**src/hdl/cbbc_pkg.sv**
```systemverilog
/*
 * cbbc_pkg: opcodes, field positions, widths, reset values and state codes shared by the
 * conditional branch / bit clear execution unit.
 * Assumes: 16-bit instruction words, 8-bit data path, 12-bit data address.
 */
package cbbc_pkg;
    localparam int PC_W = 21;
    localparam int DADDR_W = 12;
    // upper byte encodings of the conditional branches
    localparam logic [7:0] OP_BR_CARRY = 8'hE2;
    localparam logic [7:0] OP_BR_NOT_CARRY = 8'hE3;
    localparam logic [7:0] OP_BR_NOT_OVF = 8'hE5;
    localparam logic [7:0] OP_BR_NEG = 8'hE6;
    localparam logic [7:0] OP_BR_NOT_NEG = 8'hE7;
    // top nibble of the bit clear word
    localparam logic [3:0] OP_CLR_BIT = 4'h9;
    // field positions
    localparam int OPC_HI = 15;
    localparam int BIT_LO = 9;
    localparam int ACC_POS = 8;
    // counter reset value and access bank mapping
    localparam logic [PC_W-1:0] PC_RST = 21'h000000;
    localparam logic [3:0] BANK_ACCESS = 4'h0;
    localparam logic [3:0] BANK_SFR = 4'hF;
    localparam logic [7:0] ACCESS_SPLIT = 8'h80;
    // program counter step of one instruction word, in bytes
    localparam logic [PC_W-1:0] PC_STEP = 21'h000002;
    typedef enum logic [1:0] {
        ST_EXEC = 2'b00,
        ST_FLUSH = 2'b01
    } cbbc_state_e;
endpackage

```
**src/hdl/cbbc_exec.sv**
```systemverilog
/*
 * cbbc_exec: executes the conditional relative branches on carry, negative
 * and overflow, and the single-bit clear of a data register.
 * Assumes: one instruction word presented per instruction cycle with
 * instr_valid_i; data memory read is combinational (rd_data_i answers
 * data_addr_o in the same cycle); the core's flags come in as levels.
 */
// Operation
// - Upper byte E2 branches when carry is set, E3 when carry is clear, offset in low byte.
// - Upper byte E6 branches when negative is set, E7 when negative is clear.
// - Upper byte E5 branches only when the overflow flag is clear.
// - The 8-bit offset is signed two's complement and is doubled to a byte offset.
// - The target is the branch address plus two plus twice the offset.
// - A skipped branch takes one cycle with no write; a taken one writes the counter, then idles a cycle.
// - Words 1001 bbba ffff ffff clear bit b of register f and keep the other bits.
// - With access bit 0 the access bank is addressed and the bank select register is ignored.
// - With access bit 1 the address is the bank select register joined to the 8-bit address.
`timescale 1ns/1ps
`default_nettype none
module cbbc_exec
(
    // clock and reset
    input wire logic core_clk_i,
    input wire logic rst_b_i,
    // instruction from fetch
    input wire logic instr_valid_i,
    input wire logic [15:0] instr_i,
    input wire logic [cbbc_pkg::PC_W-1:0] instr_addr_i,
    // status flags (read only here)
    input wire logic carry_i,
    input wire logic negative_i,
    input wire logic overflow_i,
    // bank select register contents
    input wire logic [3:0] bank_select_register_i,
    // data memory
    input wire logic [7:0] rd_data_i,
    output logic [cbbc_pkg::DADDR_W-1:0] data_addr_o,
    output logic data_wr_o,
    output logic [7:0] wr_data_o,
    // program counter load and pipeline
    output logic pc_load_o,
    output logic [cbbc_pkg::PC_W-1:0] program_counter_o,
    output logic flush_o,
    output logic busy_o
);
    // two-cycle taken branch sequencing
    cbbc_pkg::cbbc_state_e state;
    cbbc_pkg::cbbc_state_e next_state;

    // registered counter load and the value it carries
    logic [cbbc_pkg::PC_W-1:0] program_counter;
    logic [cbbc_pkg::PC_W-1:0] next_program_counter;
    logic pc_load;
    logic next_pc_load;

    // decoded instruction fields
    logic [7:0] opc;
    logic [3:0] opc_nibble;
    logic [7:0] offset;
    logic [2:0] bit_sel;
    logic access_bit;
    logic [7:0] reg_addr;

    // decode results
    logic accept;
    logic is_branch;
    logic cond_true;
    logic take;
    logic is_clr;
    logic [cbbc_pkg::PC_W-1:0] target;
    logic [3:0] access_bank;
    logic [3:0] bank;

    // condition of a conditional branch opcode; any other opcode yields zero,
    // so an unknown word can never move the counter
    function automatic logic branch_cond
    (
        input logic [7:0] op,
        input logic carry,
        input logic negative,
        input logic overflow
    );
        logic result;
        result = 1'h0;
        case (op)
            cbbc_pkg::OP_BR_CARRY:
                result = carry;
            cbbc_pkg::OP_BR_NOT_CARRY:
                result = !carry;
            cbbc_pkg::OP_BR_NEG:
                result = negative;
            cbbc_pkg::OP_BR_NOT_NEG:
                result = !negative;
            cbbc_pkg::OP_BR_NOT_OVF:
                result = !overflow;
            default:
                result = 1'h0;
        endcase
        return result;
    endfunction

    // true for the five conditional branch opcodes handled here
    function automatic logic is_branch_op
    (
        input logic [7:0] op
    );
        logic hit;
        hit = 1'h0;
        case (op)
            cbbc_pkg::OP_BR_CARRY,
            cbbc_pkg::OP_BR_NOT_CARRY,
            cbbc_pkg::OP_BR_NEG,
            cbbc_pkg::OP_BR_NOT_NEG,
            cbbc_pkg::OP_BR_NOT_OVF:
                hit = 1'h1;
            default:
                hit = 1'h0;
        endcase
        return hit;
    endfunction

    // sign extend the 8-bit offset, double it to bytes and add it to the
    // advanced counter; the sum wraps at the counter width
    function automatic logic [cbbc_pkg::PC_W-1:0] rel_target
    (
        input logic [cbbc_pkg::PC_W-1:0] base,
        input logic [7:0] off
    );
        logic [cbbc_pkg::PC_W-1:0] byte_off;
        byte_off = {{(cbbc_pkg::PC_W - 9){off[7]}}, off, 1'h0};
        return base + cbbc_pkg::PC_STEP + byte_off;
    endfunction

    // force one bit low and keep the other seven as read
    function automatic logic [7:0] clear_bit
    (
        input logic [7:0] value,
        input logic [2:0] pos
    );
        logic [7:0] mask;
        mask = ~(8'h01 << pos);
        return value & mask;
    endfunction

    // access bank: low half of the address space maps to bank 0, high half
    // to the top bank, so common registers are reached without the bank select
    function automatic logic [3:0] access_bank_of
    (
        input logic [7:0] addr
    );
        logic [3:0] sel;
        sel = (addr < cbbc_pkg::ACCESS_SPLIT) ? cbbc_pkg::BANK_ACCESS : cbbc_pkg::BANK_SFR;
        return sel;
    endfunction

    // instruction field decode; offset and register address share the low byte
    assign opc = instr_i[cbbc_pkg::OPC_HI -: 8];
    assign opc_nibble = instr_i[cbbc_pkg::OPC_HI -: 4];
    assign offset = instr_i[7:0];
    assign bit_sel = instr_i[cbbc_pkg::BIT_LO +: 3];
    assign access_bit = instr_i[cbbc_pkg::ACC_POS];
    assign reg_addr = instr_i[7:0];

    // a word is taken only while no flush is pending; words offered in the
    // flush slot are dropped, which is what turns that cycle into a no-op
    assign accept = instr_valid_i && (state == cbbc_pkg::ST_EXEC);

    // branch decision; the flags are only read here, never written
    assign is_branch = is_branch_op(opc);
    assign cond_true = is_branch && branch_cond(opc, carry_i, negative_i, overflow_i);
    assign take = accept && cond_true;

    // target from the branch word address, advanced past the branch word inside rel_target
    assign target = rel_target(instr_addr_i, offset);

    // bit clear decode and data address; the access bank ignores the bank select
    assign is_clr = accept && (opc_nibble == cbbc_pkg::OP_CLR_BIT);
    assign access_bank = access_bank_of(reg_addr);
    assign bank = access_bit ? bank_select_register_i : access_bank;

    // data memory path is combinational so the clear closes in one cycle;
    // the price is a longer path through the read data
    assign data_addr_o = {bank, reg_addr};
    assign data_wr_o = is_clr;
    assign wr_data_o = clear_bit(rd_data_i, bit_sel);

    // a taken branch spends its second cycle as a no-op flush
    always_comb
    begin
        next_state = state;
        case (state)
            cbbc_pkg::ST_EXEC:
            begin
                if (take)
                    next_state = cbbc_pkg::ST_FLUSH;
            end
            cbbc_pkg::ST_FLUSH:
                next_state = cbbc_pkg::ST_EXEC;
            default:
                next_state = cbbc_pkg::ST_EXEC;
        endcase
    end

    always_ff @(posedge core_clk_i or negedge rst_b_i)
    begin
        if (!rst_b_i)
            state <= cbbc_pkg::ST_EXEC;
        else
            state <= next_state;
    end

    // next counter values: a taken branch loads the target for one cycle,
    // otherwise the last target stays on the port
    assign next_pc_load = take;
    assign next_program_counter = take ? target : program_counter;

    // registered counter load: written in the first cycle of a taken branch
    always_ff @(posedge core_clk_i or negedge rst_b_i)
    begin
        if (!rst_b_i)
        begin
            program_counter <= cbbc_pkg::PC_RST;
            pc_load <= 1'h0;
        end
        else
        begin
            program_counter <= next_program_counter;
            pc_load <= next_pc_load;
        end
    end

    assign pc_load_o = pc_load;
    assign program_counter_o = program_counter;
    // skipped branches raise nothing; the prefetched word is dropped while flushing
    assign flush_o = (state == cbbc_pkg::ST_FLUSH);
    assign busy_o = (state != cbbc_pkg::ST_EXEC);
endmodule
`default_nettype wire

```
**config.mk**
```make
export PLATFORM = sky130hd
export DESIGN_NAME = cbbc_exec
export DESIGN_NICKNAME = d
export VERILOG_FILES = /design/src/hdl/cbbc_pkg.sv /design/src/hdl/cbbc_exec.sv
export SDC_FILE = /design/constraint.sdc
export NUM_CORES = 1
export LEC_CHECK = 0
export ABC_AREA = 1
export BUFFER_PORTS_ARGS = -buffer_cell sky130_fd_sc_hd__buf_2
export CORE_MARGIN = 4
export CORE_UTILIZATION = 49
export CTS_CLUSTER_DIAMETER = 120
export DETAILED_ROUTE_END_ITERATION = 16
export PLACE_DENSITY = 0.81
export SLEW_MARGIN = 20
export SYNTH_ARGS = -nofsm -noshare
export SYNTH_HDL_FRONTEND = slang
export SYNTH_SLANG_ARGS = --single-unit
```
**constraint.sdc**
```tcl
create_clock -name core_clk_i -period 2 [get_ports core_clk_i]
set_clock_uncertainty 0.2 [all_clocks]
set_input_delay 0.5 -clock core_clk_i [delete_from_list [all_inputs] [get_ports core_clk_i]]
set_output_delay 0.5 -clock core_clk_i [all_outputs]
set_load 0.02 [all_outputs]
```
-- Word-level counts from Yosys, hierarchy flattened
Index checks and enable logic that the tools add are counted.
- register bits after elaboration: 24
- input bits: 55
- output and inout bits: 45
- add/subtract/negate cells: 2
- $lt $le $gt $ge: 1
- eq/ne operators: 8
- shift-type cells: 1
- muxes and demuxes: 6
- bitwise gates (word level): 2
- reductions and logical operators: 10
- operator list (cell ; count):
    8-bit == test, second input constant ; 5
    21-bit by 2-bit adder with 21-bit output, second input constant ; 1
    21-bit adder ; 1
    8-bit bitwise AND ; 1
    8-bit < comparator, second input constant ; 1
    4-bit 2-to-1 mux ; 2
    8-bit NOT ; 1
    1-bit by 3-bit << shifter with 8-bit output, first input constant ; 1
    1-bit case mux with 5 select lines ; 1
    5-bit OR reduction ; 1
    4-bit == test, second input constant ; 1
    1-bit logical AND ; 4
    2-bit 2-to-1 mux ; 2
    1-bit logical NOT ; 3
    2-bit by 1-bit == test with 1-bit output, second input constant ; 1
    2-bit logical NOT ; 1
    2-bit != test, second input constant ; 1
    2-bit nonzero test ; 1
    1-bit 2-to-1 mux ; 1

-- Logic depth before layout (Yosys ltp)
Gate-level depths: netlist of the first run.
- depth in word-level cells: 7
- mapped depth: 16

-- Worst setup path after synthesis of the first run
No wires, ideal clock.
- path kind: input-to-reg
- from: input instr_i[1]
- to: register program_counter (netlist bit program_counter_o[14])
- setup time: 0.117 ns
- arrival: 2.048 ns
- required time: 1.683 ns
- slack: -0.365 ns
- stages: 14
- path buffers: 0
- cell sequence: ha_1 > ha_1 > inv_1 > fa_1 > inv_1 > nand3_1 > nand3_1 > nand2_1 > nand2_1 > nand2_1 > nand2_1 > nand2_1 > nand3_1 > nand2_1
- word-level cells in the longest chain between the ends: 1
- ends and longest elaborated chain (what ; line ; source):
    start, declared ; cbbc_exec.sv:27 ; input wire logic [15:0] instr_i,
    21-bit adder ; cbbc_exec.sv:131 ; return base + cbbc_pkg::PC_STEP + byte_off;
    end signal, assigned ; cbbc_exec.sv:222 ; program_counter <= cbbc_pkg::PC_RST;
    end signal, assigned ; cbbc_exec.sv:227 ; program_counter <= next_program_counter;
    end, declared ; cbbc_exec.sv:51 ; logic [cbbc_pkg::PC_W-1:0] program_counter;
Every way passes these cells.
A chain may end at the register's enable or synchronous reset.

-- Final worst setup path of the first run
- from: input instr_addr_i[2] (netlist name)
- to: register program_counter (netlist bit program_counter_o[14])
- word-level cells in the longest chain between the ends: 2
- ends and longest elaborated chain (what ; line ; source):
    start, declared ; cbbc_exec.sv:28 ; input wire logic [cbbc_pkg::PC_W-1:0] instr_addr_i,
    21-bit by 2-bit adder with 21-bit output ; cbbc_exec.sv:131 ;
    21-bit adder ; cbbc_exec.sv:131 ;
Every way passes these cells.

==> results of run 1 <==
[where the power goes]
part | internal (W) | switching [W] | total (W)
clock network | 0.000142 | 0.000153 | 0.000295
registers | 0.000528 | 0.0000342 | 0.000563
logic | 0.000619 | 0.000741 | 0.00136
[cell families (layout without fill, tap and decap cells)]
| kind of cell | Yosys count | after routing | share of synthesized area |
|---|---|---|---|
| adder cells (fa/ha/maj) | 38 | 38 | 0.197 |
| AO/OA/AOI/OAI | 41 | 41 | 0.106 |
| XOR/XNOR | 11 | 11 | 0.0394 |
| flip-flops | 23 | 23 | 0.235 |
| AND/OR/NAND/NOR | 182 | 182 | 0.309 |
| buffers and inverters | 58 | 179 | 0.113 |
[area by class of cell]
| type | count | area [um2] |
|---|---|---|
| sequential | 23 | 576 |
| multi-input combinational | 272 | 2380 |
| timing repair buffer | 130 | 781 |
| inverter | 45 | 174 |
| fill | 303 | 749 |
| tap | 67 | 83.8 |
| clock buffer | 4 | 45.0 |
[placed cells by master, fill, tap and decap left out, types with 3 or more instances in the layout]
master	synthesis	layout
nor2_1	19	10
inv_1	42	35
nand3b_1	4	4
xor2_1	4	4
o21ai_0	9	9
xnor2_1	7	3
nand2_2	0	29
nand2_1	127	90
buf_2	0	95
nand3_1	23	12
clkbuf_8	0	3
ha_4	0	34
nand3_2	0	9
buf_4	10	27
dfrtp_1	23	23
nor2_2	0	6
a21oi_2	1	13
inv_2	3	8
nor2_4	0	3
ha_1	37	3
buf_6	3	6
o21ai_2	11	11
nand2_4	0	8
[flip-flops by register name, summed over array words and instances, names as in the netlist]
name / flops
state: 1
pc_load_o: 1
program_counter_o: 21
[path summary, 6_finish.rpt]
path / from / depth (start not counted) / to
max in group asynchronous: rst_b_i / 1 / program_counter_o[5]
max reg2reg: state[0] / 8 / program_counter_o[7]
min in group core_clk_i: instr_addr_i[0] / 3 / program_counter_o[0]
max: instr_addr_i[2] / 15 / program_counter_o[14]
min: rst_b_i / 1 / program_counter_o[18]
min reg2reg: program_counter_o[15] / 2 / program_counter_o[15]
[critical path, cell delays in order]
cell and delay [ps]:
buf_6 100, ha_4 260, ha_4 120, inv_2 40, fa_2 370, inv_2 100, nand3_2 70, nand3_2 80
nand2_2 80, nand2_4 90, nand2_2 60, nand2_2 50, nand2_1 40, nand3_1 70, nand2_1 50
[cells in the mapped netlist]
| library cell | n | area, um2 |
|---|---|---|
| a21oi_1 | 14 | 70.1 |
| nand4_1 | 1 | 6.26 |
| nor4_1 | 1 | 6.26 |
| o21ai_2 | 11 | 96.3 |
| nand2_1 | 127 | 477 |
| xor2_1 | 4 | 35.0 |
| inv_2 | 3 | 11.3 |
| nor3_4 | 1 | 16.3 |
| o21ai_1 | 2 | 10.0 |
| and3_1 | 1 | 6.26 |
| nand3_1 | 23 | 115 |
| fa_1 | 1 | 20.0 |
| a21boi_0 | 2 | 15.0 |
| o31ai_1 | 1 | 7.51 |
| ha_1 | 37 | 463 |
| a31oi_1 | 1 | 6.26 |
| buf_4 | 10 | 75.1 |
| dfrtp_1 | 23 | 576 |
| buf_6 | 3 | 33.8 |
| o21ai_0 | 9 | 45.0 |
| inv_1 | 42 | 158 |
| nand3b_1 | 4 | 30.0 |
| and2_1 | 2 | 12.5 |
| a21oi_2 | 1 | 8.76 |
| nor3_1 | 3 | 15.0 |
| xnor2_1 | 7 | 61.3 |
| nor2_1 | 19 | 71.3 |
[through the flow]
stage | hold slack, ps | TNS, ps | power, W | std cells | worst slack, ps
2_1_floorplan | 4.41 | -675 | 0.00127 | 353 | -178
3_3_place_gp | 252 | -5120 | 0.00162 | 532 | -442
3_5_place_dp | 260 | -5650 | 0.00164 | 532 | -483
4_1_cts | 17.1 | -324 | 0.00208 | 539 | -97.0
5_1_grt | 29.7 | -1650 | 0.00237 | 541 | -204
6_report | 9.24 | -797 | 0.00222 | 541 | -138
[timing repair]
| action | 4_1_cts | 5_1_grt |
|---|---|---|
| pin swaps | 30 | 34 |
| resized for setup | 58 | 53 |
| setup endpoints to repair | 13 | 20 |
| setup buffers | 3 | 3 |
[layer usage]
metal  track usage  vias up  wire [um]
met1         0.247     1296       2890
met4        0.0752        0        213
met2         0.510      101       4420
li1              -     1372          -
met5             0        -          0
met3        0.0356       20        392
==> results.py, run 1 <==
metrics = {
    "yosys": {
        "yosysWarningCount": 0,
        "seq_area_frac_synth": 0.235,
        "syn_inst": 353,
        "postSynthAreaPerCell_um2": 6.93,
        "postSynthNetCount": 446,
        "ys_ff_latch": 23,
        "yosys.cell_types.count": 27,
        "netlist_area_um2": 2450,
    },
    "die": {
        "start_util": 0.511,
        "coreArea_um2": 4790,
        "pin_count": 100,
        "placementRows": 25,
        "dieArea_um2": 6190,
        "die_h_um": 78.7,
        "fp.dieW_um": 78.7,
    },
    "grt": {
        "grt_pass1_wl_mm": 12.4,
        "grt_antenna_before_repair": 0,
        "track_usage": 0.247,
        "grt_pass1_vias": 2840,
        "grt_max_degree": 33,
        "gr-total-overflow": 0,
    },
    "timing": {
        "timing.final.crit_period_ps": 2140,
        "hold_viol_final": 0,
        "period_share": 1.07,
        "max_slew.worst_pin.slew_ps": 547,
        "setup_violations": 10,
        "finalMaxSlewViolations": 0,
        "slew_headroom": 0.635,
        "rsz0062_at_grt": "true",
        "fmax_ghz": 0.468,
        "setup_slack_ps": -138,
    },
    "power": {
        "vdd.ir_drop.worst_mv": 0.382,
        "p_leak_nw": 2.10,
        "power_density_nw_per_um2": 550,
    },
    "clocking": {
        "cts_root_buf": "clkbuf_8",
        "cts.htree.levels": 1,
        "clock_path_buffers": 2,
        "cts_buffers": 3,
        "hold_buffers": 0,
        "path_clk_slew_ps": 80,
        "cts_tree": "yes",
        "clock_latency_ps": 260,
        "cts.sinks": 23,
    },
    "hold_path": {
        "hold_path_class": "primary input to asynchronous set/reset pin",
    },
    "drt": {
        "routed_via_density": 5.16,
        "route.detailed.drc": 0,
        "ant_nets": 0,
        "vias": 2789,
        "drt_pass1_iterations": 4,
        "wl_per_cell_um": 14.6,
        "drt_iter0_drc": 122,
        "routed_wl_mm": 7.91,
    },
    "finish": {
        "syn_to_final_growth_pct": 64.9,
        "n_antenna_cell": 0,
        "utilization": 0.843,
        "final_nets": 568,
        "layout-drive-gt1-share": 0.565,
        "post-route-cell-area_um2": 4040,
    },
    "critical_path": {
        "critPathMaxFanout": 3,
        "critPathArrivalTime_ps": 2100,
        "timing.setup.critical_path_class": "primary input to register",
        "end_kind": "register",
        "cp.required_ps": 1960,
        "start_kind": "primary input",
        "r2r_slack_ps": 210,
    },
    "placement": {
        "dp_hpwl_mm": 5.55,
        "gp_congestion": 0.902,
        "post_dp_cell_area_um2": 3450,
        "io_buffers": 99,
    },
    "outcome": {
        "violations": "setup timing",
        "status": "finished, violations left",
    },
    "run": {
        "cap_violations": 0,
    },
}
(Power assumes the default switching activity.)
==> run 2: changes to the inputs <==
- ABC_AREA: 1 -> 0
- CORE_UTILIZATION: 49 -> 48
==> run 2 against run 1 <==
Compared with the run above:
- area after synthesis decreased by 6.2%
- clock power decreased by 2%
- die area decreased by 3.8%
- wire length decreased by 20%
- critical endpoint is now program_counter_o[18]
- critical path depth decreased by 3
- combinational power decreased by 19%
- non-clock buffer count increased by 20
- final cell count decreased by 17%
- total power decreased by 12%
- the flow finishes with violations (hold timing, setup timing)
==> results.py, run 2 <==
metrics = {
    "timing": {
        "slew_headroom": 0.665,
        "period_share": 1.32,
        "fmax_ghz": 0.379,
        "rsz0062_at_grt": "true",
        "fin_setup_tns_ps": -6680,
        "timing.final.crit_period_ps": 2640,
        "max_slew.worst_pin.slew_ps": 502,
        "hold_viol_final": 12,
        "finalMaxSlewViolations": 0,
        "setup_violations": 19,
        "hold_ws_ps": -16.6,
        "setup_slack_ps": -636,
    },
    "yosys": {
        "synth_compound_area_frac": 0.222,
        "ys_ff_latch": 23,
        "synth_xor_area_frac": 0.0725,
        "yosysWarningCount": 0,
        "postSynthNetCount": 355,
        "ys.flop_type": "dfrtp_1",
        "yosysMostFrequentCell": "nand2_1",
        "ys_top_cells_by_area": "dfrtp_1 (25%), ha_1 (20%), nand2_1 (6.7%), xnor2_1 (3.8%), o21ai_0 (3.7%)",
        "seq_area_frac_synth": 0.251,
        "synthArstFlopShare": 1.00,
        "yosys.area_share.simple": 0.158,
        "synth_fa_ha_area_frac": 0.210,
        "synth_top_family_by_area": "compound AO/OA/AOI/OAI gates",
        "synthMuxAreaShare": 0.0147,
        "yosys.cell_types.count": 49,
        "netlist_area_um2": 2300,
        "postSynthAreaPerCell_um2": 8.76,
        "yosys-top-cells-count": "nand2_1 (41), ha_1 (37), dfrtp_1 (23), o21ai_0 (17), nor2_1 (13)",
        "syn_inst": 262,
        "synth_top_area_cell": "dfrtp_1",
        "synth_top_cell_area_share": 0.251,
        "synth_edf_count": 0,
    },
    "die": {
        "fp.dieW_um": 77.2,
        "placementRows": 24,
        "start_util": 0.510,
        "coreArea_um2": 4500,
        "die_h_um": 77.2,
        "pin_count": 100,
        "dieArea_um2": 5950,
    },
    "placement": {
        "dp_hpwl_mm": 5.35,
        "io_buffers": 99,
        "gp_congestion": 0.862,
    },
    "finish": {
        "layout-drive-gt1-share": 0.504,
        "final_nets": 491,
        "final_cell_mix": "buf_2 (94), buf_4 (52), nand2_1 (41)",
        "syn_to_final_growth_pct": 49.9,
        "mostFrequentLayoutCell": "buf_2",
        "num-fill-cells": 331,
        "n_antenna_cell": 0,
        "largest_register_ffs": 21,
    },
    "critical_path": {
        "critPathMaxFanout": 3,
        "start_kind": "primary input",
        "crit_chain": "buf_6, ha_4, ha_4, inv_2, fa_2, and2b_2, o2111ai_4, a211oi_2, or3b_4, o21ai_2, xor2_1, o21ai_1",
        "timing.setup.critical_path_class": "primary input to register",
        "cp.required_ps": 1940,
        "cp_common_cell": "ha_4",
        "crit_path_top_delay_cell": "or3b_4",
        "critPathArrivalTime_ps": 2580,
        "end_kind": "register",
        "slowest_delay_ps": 410,
    },
    "grt": {
        "grt_antenna_before_repair": 0,
        "gr-total-overflow": 0,
        "grt_max_degree": 24,
        "track_usage": 0.217,
        "grt_pass1_vias": 2370,
        "grt_pass1_wl_mm": 10.7,
    },
    "run": {
        "cap_violations": 0,
    },
    "power": {
        "p_leak_nw": 1.82,
        "vdd.ir_drop.worst_mv": 0.303,
        "power_w": 0.00195,
        "power_density_nw_per_um2": 568,
    },
    "drt": {
        "drt_pass1_iterations": 6,
        "vias": 2367,
        "route.detailed.drc": 0,
        "wl_per_cell_um": 14.2,
        "routed_via_density": 5.27,
        "routed_wl_mm": 6.36,
        "drt_iter0_drc": 124,
        "ant_nets": 0,
    },
    "outcome": {
        "status": "finished, violations left",
        "violations": "hold timing, setup timing",
    },
    "clocking": {
        "clock_path_buffers": 2,
        "cts_buffers": 3,
        "path_clk_slew_ps": 90,
        "cts_root_buf": "clkbuf_8",
        "clock_latency_ps": 270,
        "cts_tree": "yes",
        "cts.htree.levels": 1,
        "cts.sinks": 23,
    },
    "hold_path": {
        "hold_path_class": "primary input to asynchronous set/reset pin",
    },
}
## run 2: worst paths after layout
| check | cells past startpoint | slack (ps) | from | to |
|---|---|---|---|---|
| min reg2reg | 2 | 280 | program_counter_o[3] | program_counter_o[3] |
| max | 12 | -640 | instr_addr_i[2] | program_counter_o[18] |
| max reg2reg | 8 | -10 | state[0] | program_counter_o[0] |
| min in group core_clk_i | 2 | 260 | instr_addr_i[0] | program_counter_o[0] |
| min | 1 | -20 | rst_b_i | program_counter_o[2] |
| max in group asynchronous | 1 | 1260 | rst_b_i | program_counter_o[19] |
## run 2: cell families (layout without fill, tap and decap cells)
| group | count (synthesis) | in the layout |
|---|---|---|
| fa+ha+maj | 38 | 38 |
| mux | 3 | 3 |
| xor+xnor | 19 | 19 |
| simple gates | 79 | 79 |
| compound gates | 69 | 69 |
| flops | 23 | 23 |
| buf+inv | 31 | 166 |
## run 2: critical path, delay by kind of cell
family | cells | cell delay, ps
xor+xnor | 1 | 150
buf+inv | 2 | 150
simple gates | 2 | 650
compound gates | 4 | 550
fa+ha+maj | 3 | 580
## run 2: through the flow
stage	cell area, um2	setup WS, ps	std cells	utilization
floorplan	2460	-706	262	-
global placement	3260	-912	442	0.724
detailed placement	3260	-971	442	0.724
CTS	3370	-621	447	0.749
global route	3440	-737	449	0.764
finish	3440	-636	449	0.764
## run 2: final cells by class
type	count	area (um2)	area share
clock buffer	4	45.0	0.0131
inverter	12	45.0	0.0131
multi-input combinational	208	1800	0.522
sequential	23	576	0.167
tap	52	65.1	0.0189
timing repair buffer	150	915	0.266
## run 2: routing by layer
layer,track usage,vias up,wire (um)
met3,0.0340,11,422
met4,0.0765,0,114
met2,0.387,87,3130
li1,-,1188,-
met1,0.261,1081,2690
met5,0,-,0
## run 2: timing repair
item,4_1_cts,5_1_grt
setup buffers,1,2
gates resized for setup,13,9
hold buffers,0,0
endpoints found under the setup margin,18,22
pin swaps,11,3
## run 2: report_power, final
part           internal, W  total [W]  switching, W
clock             0.000142   0.000288      0.000146
combinational     0.000514    0.00110      0.000584
sequential        0.000534   0.000568     0.0000343
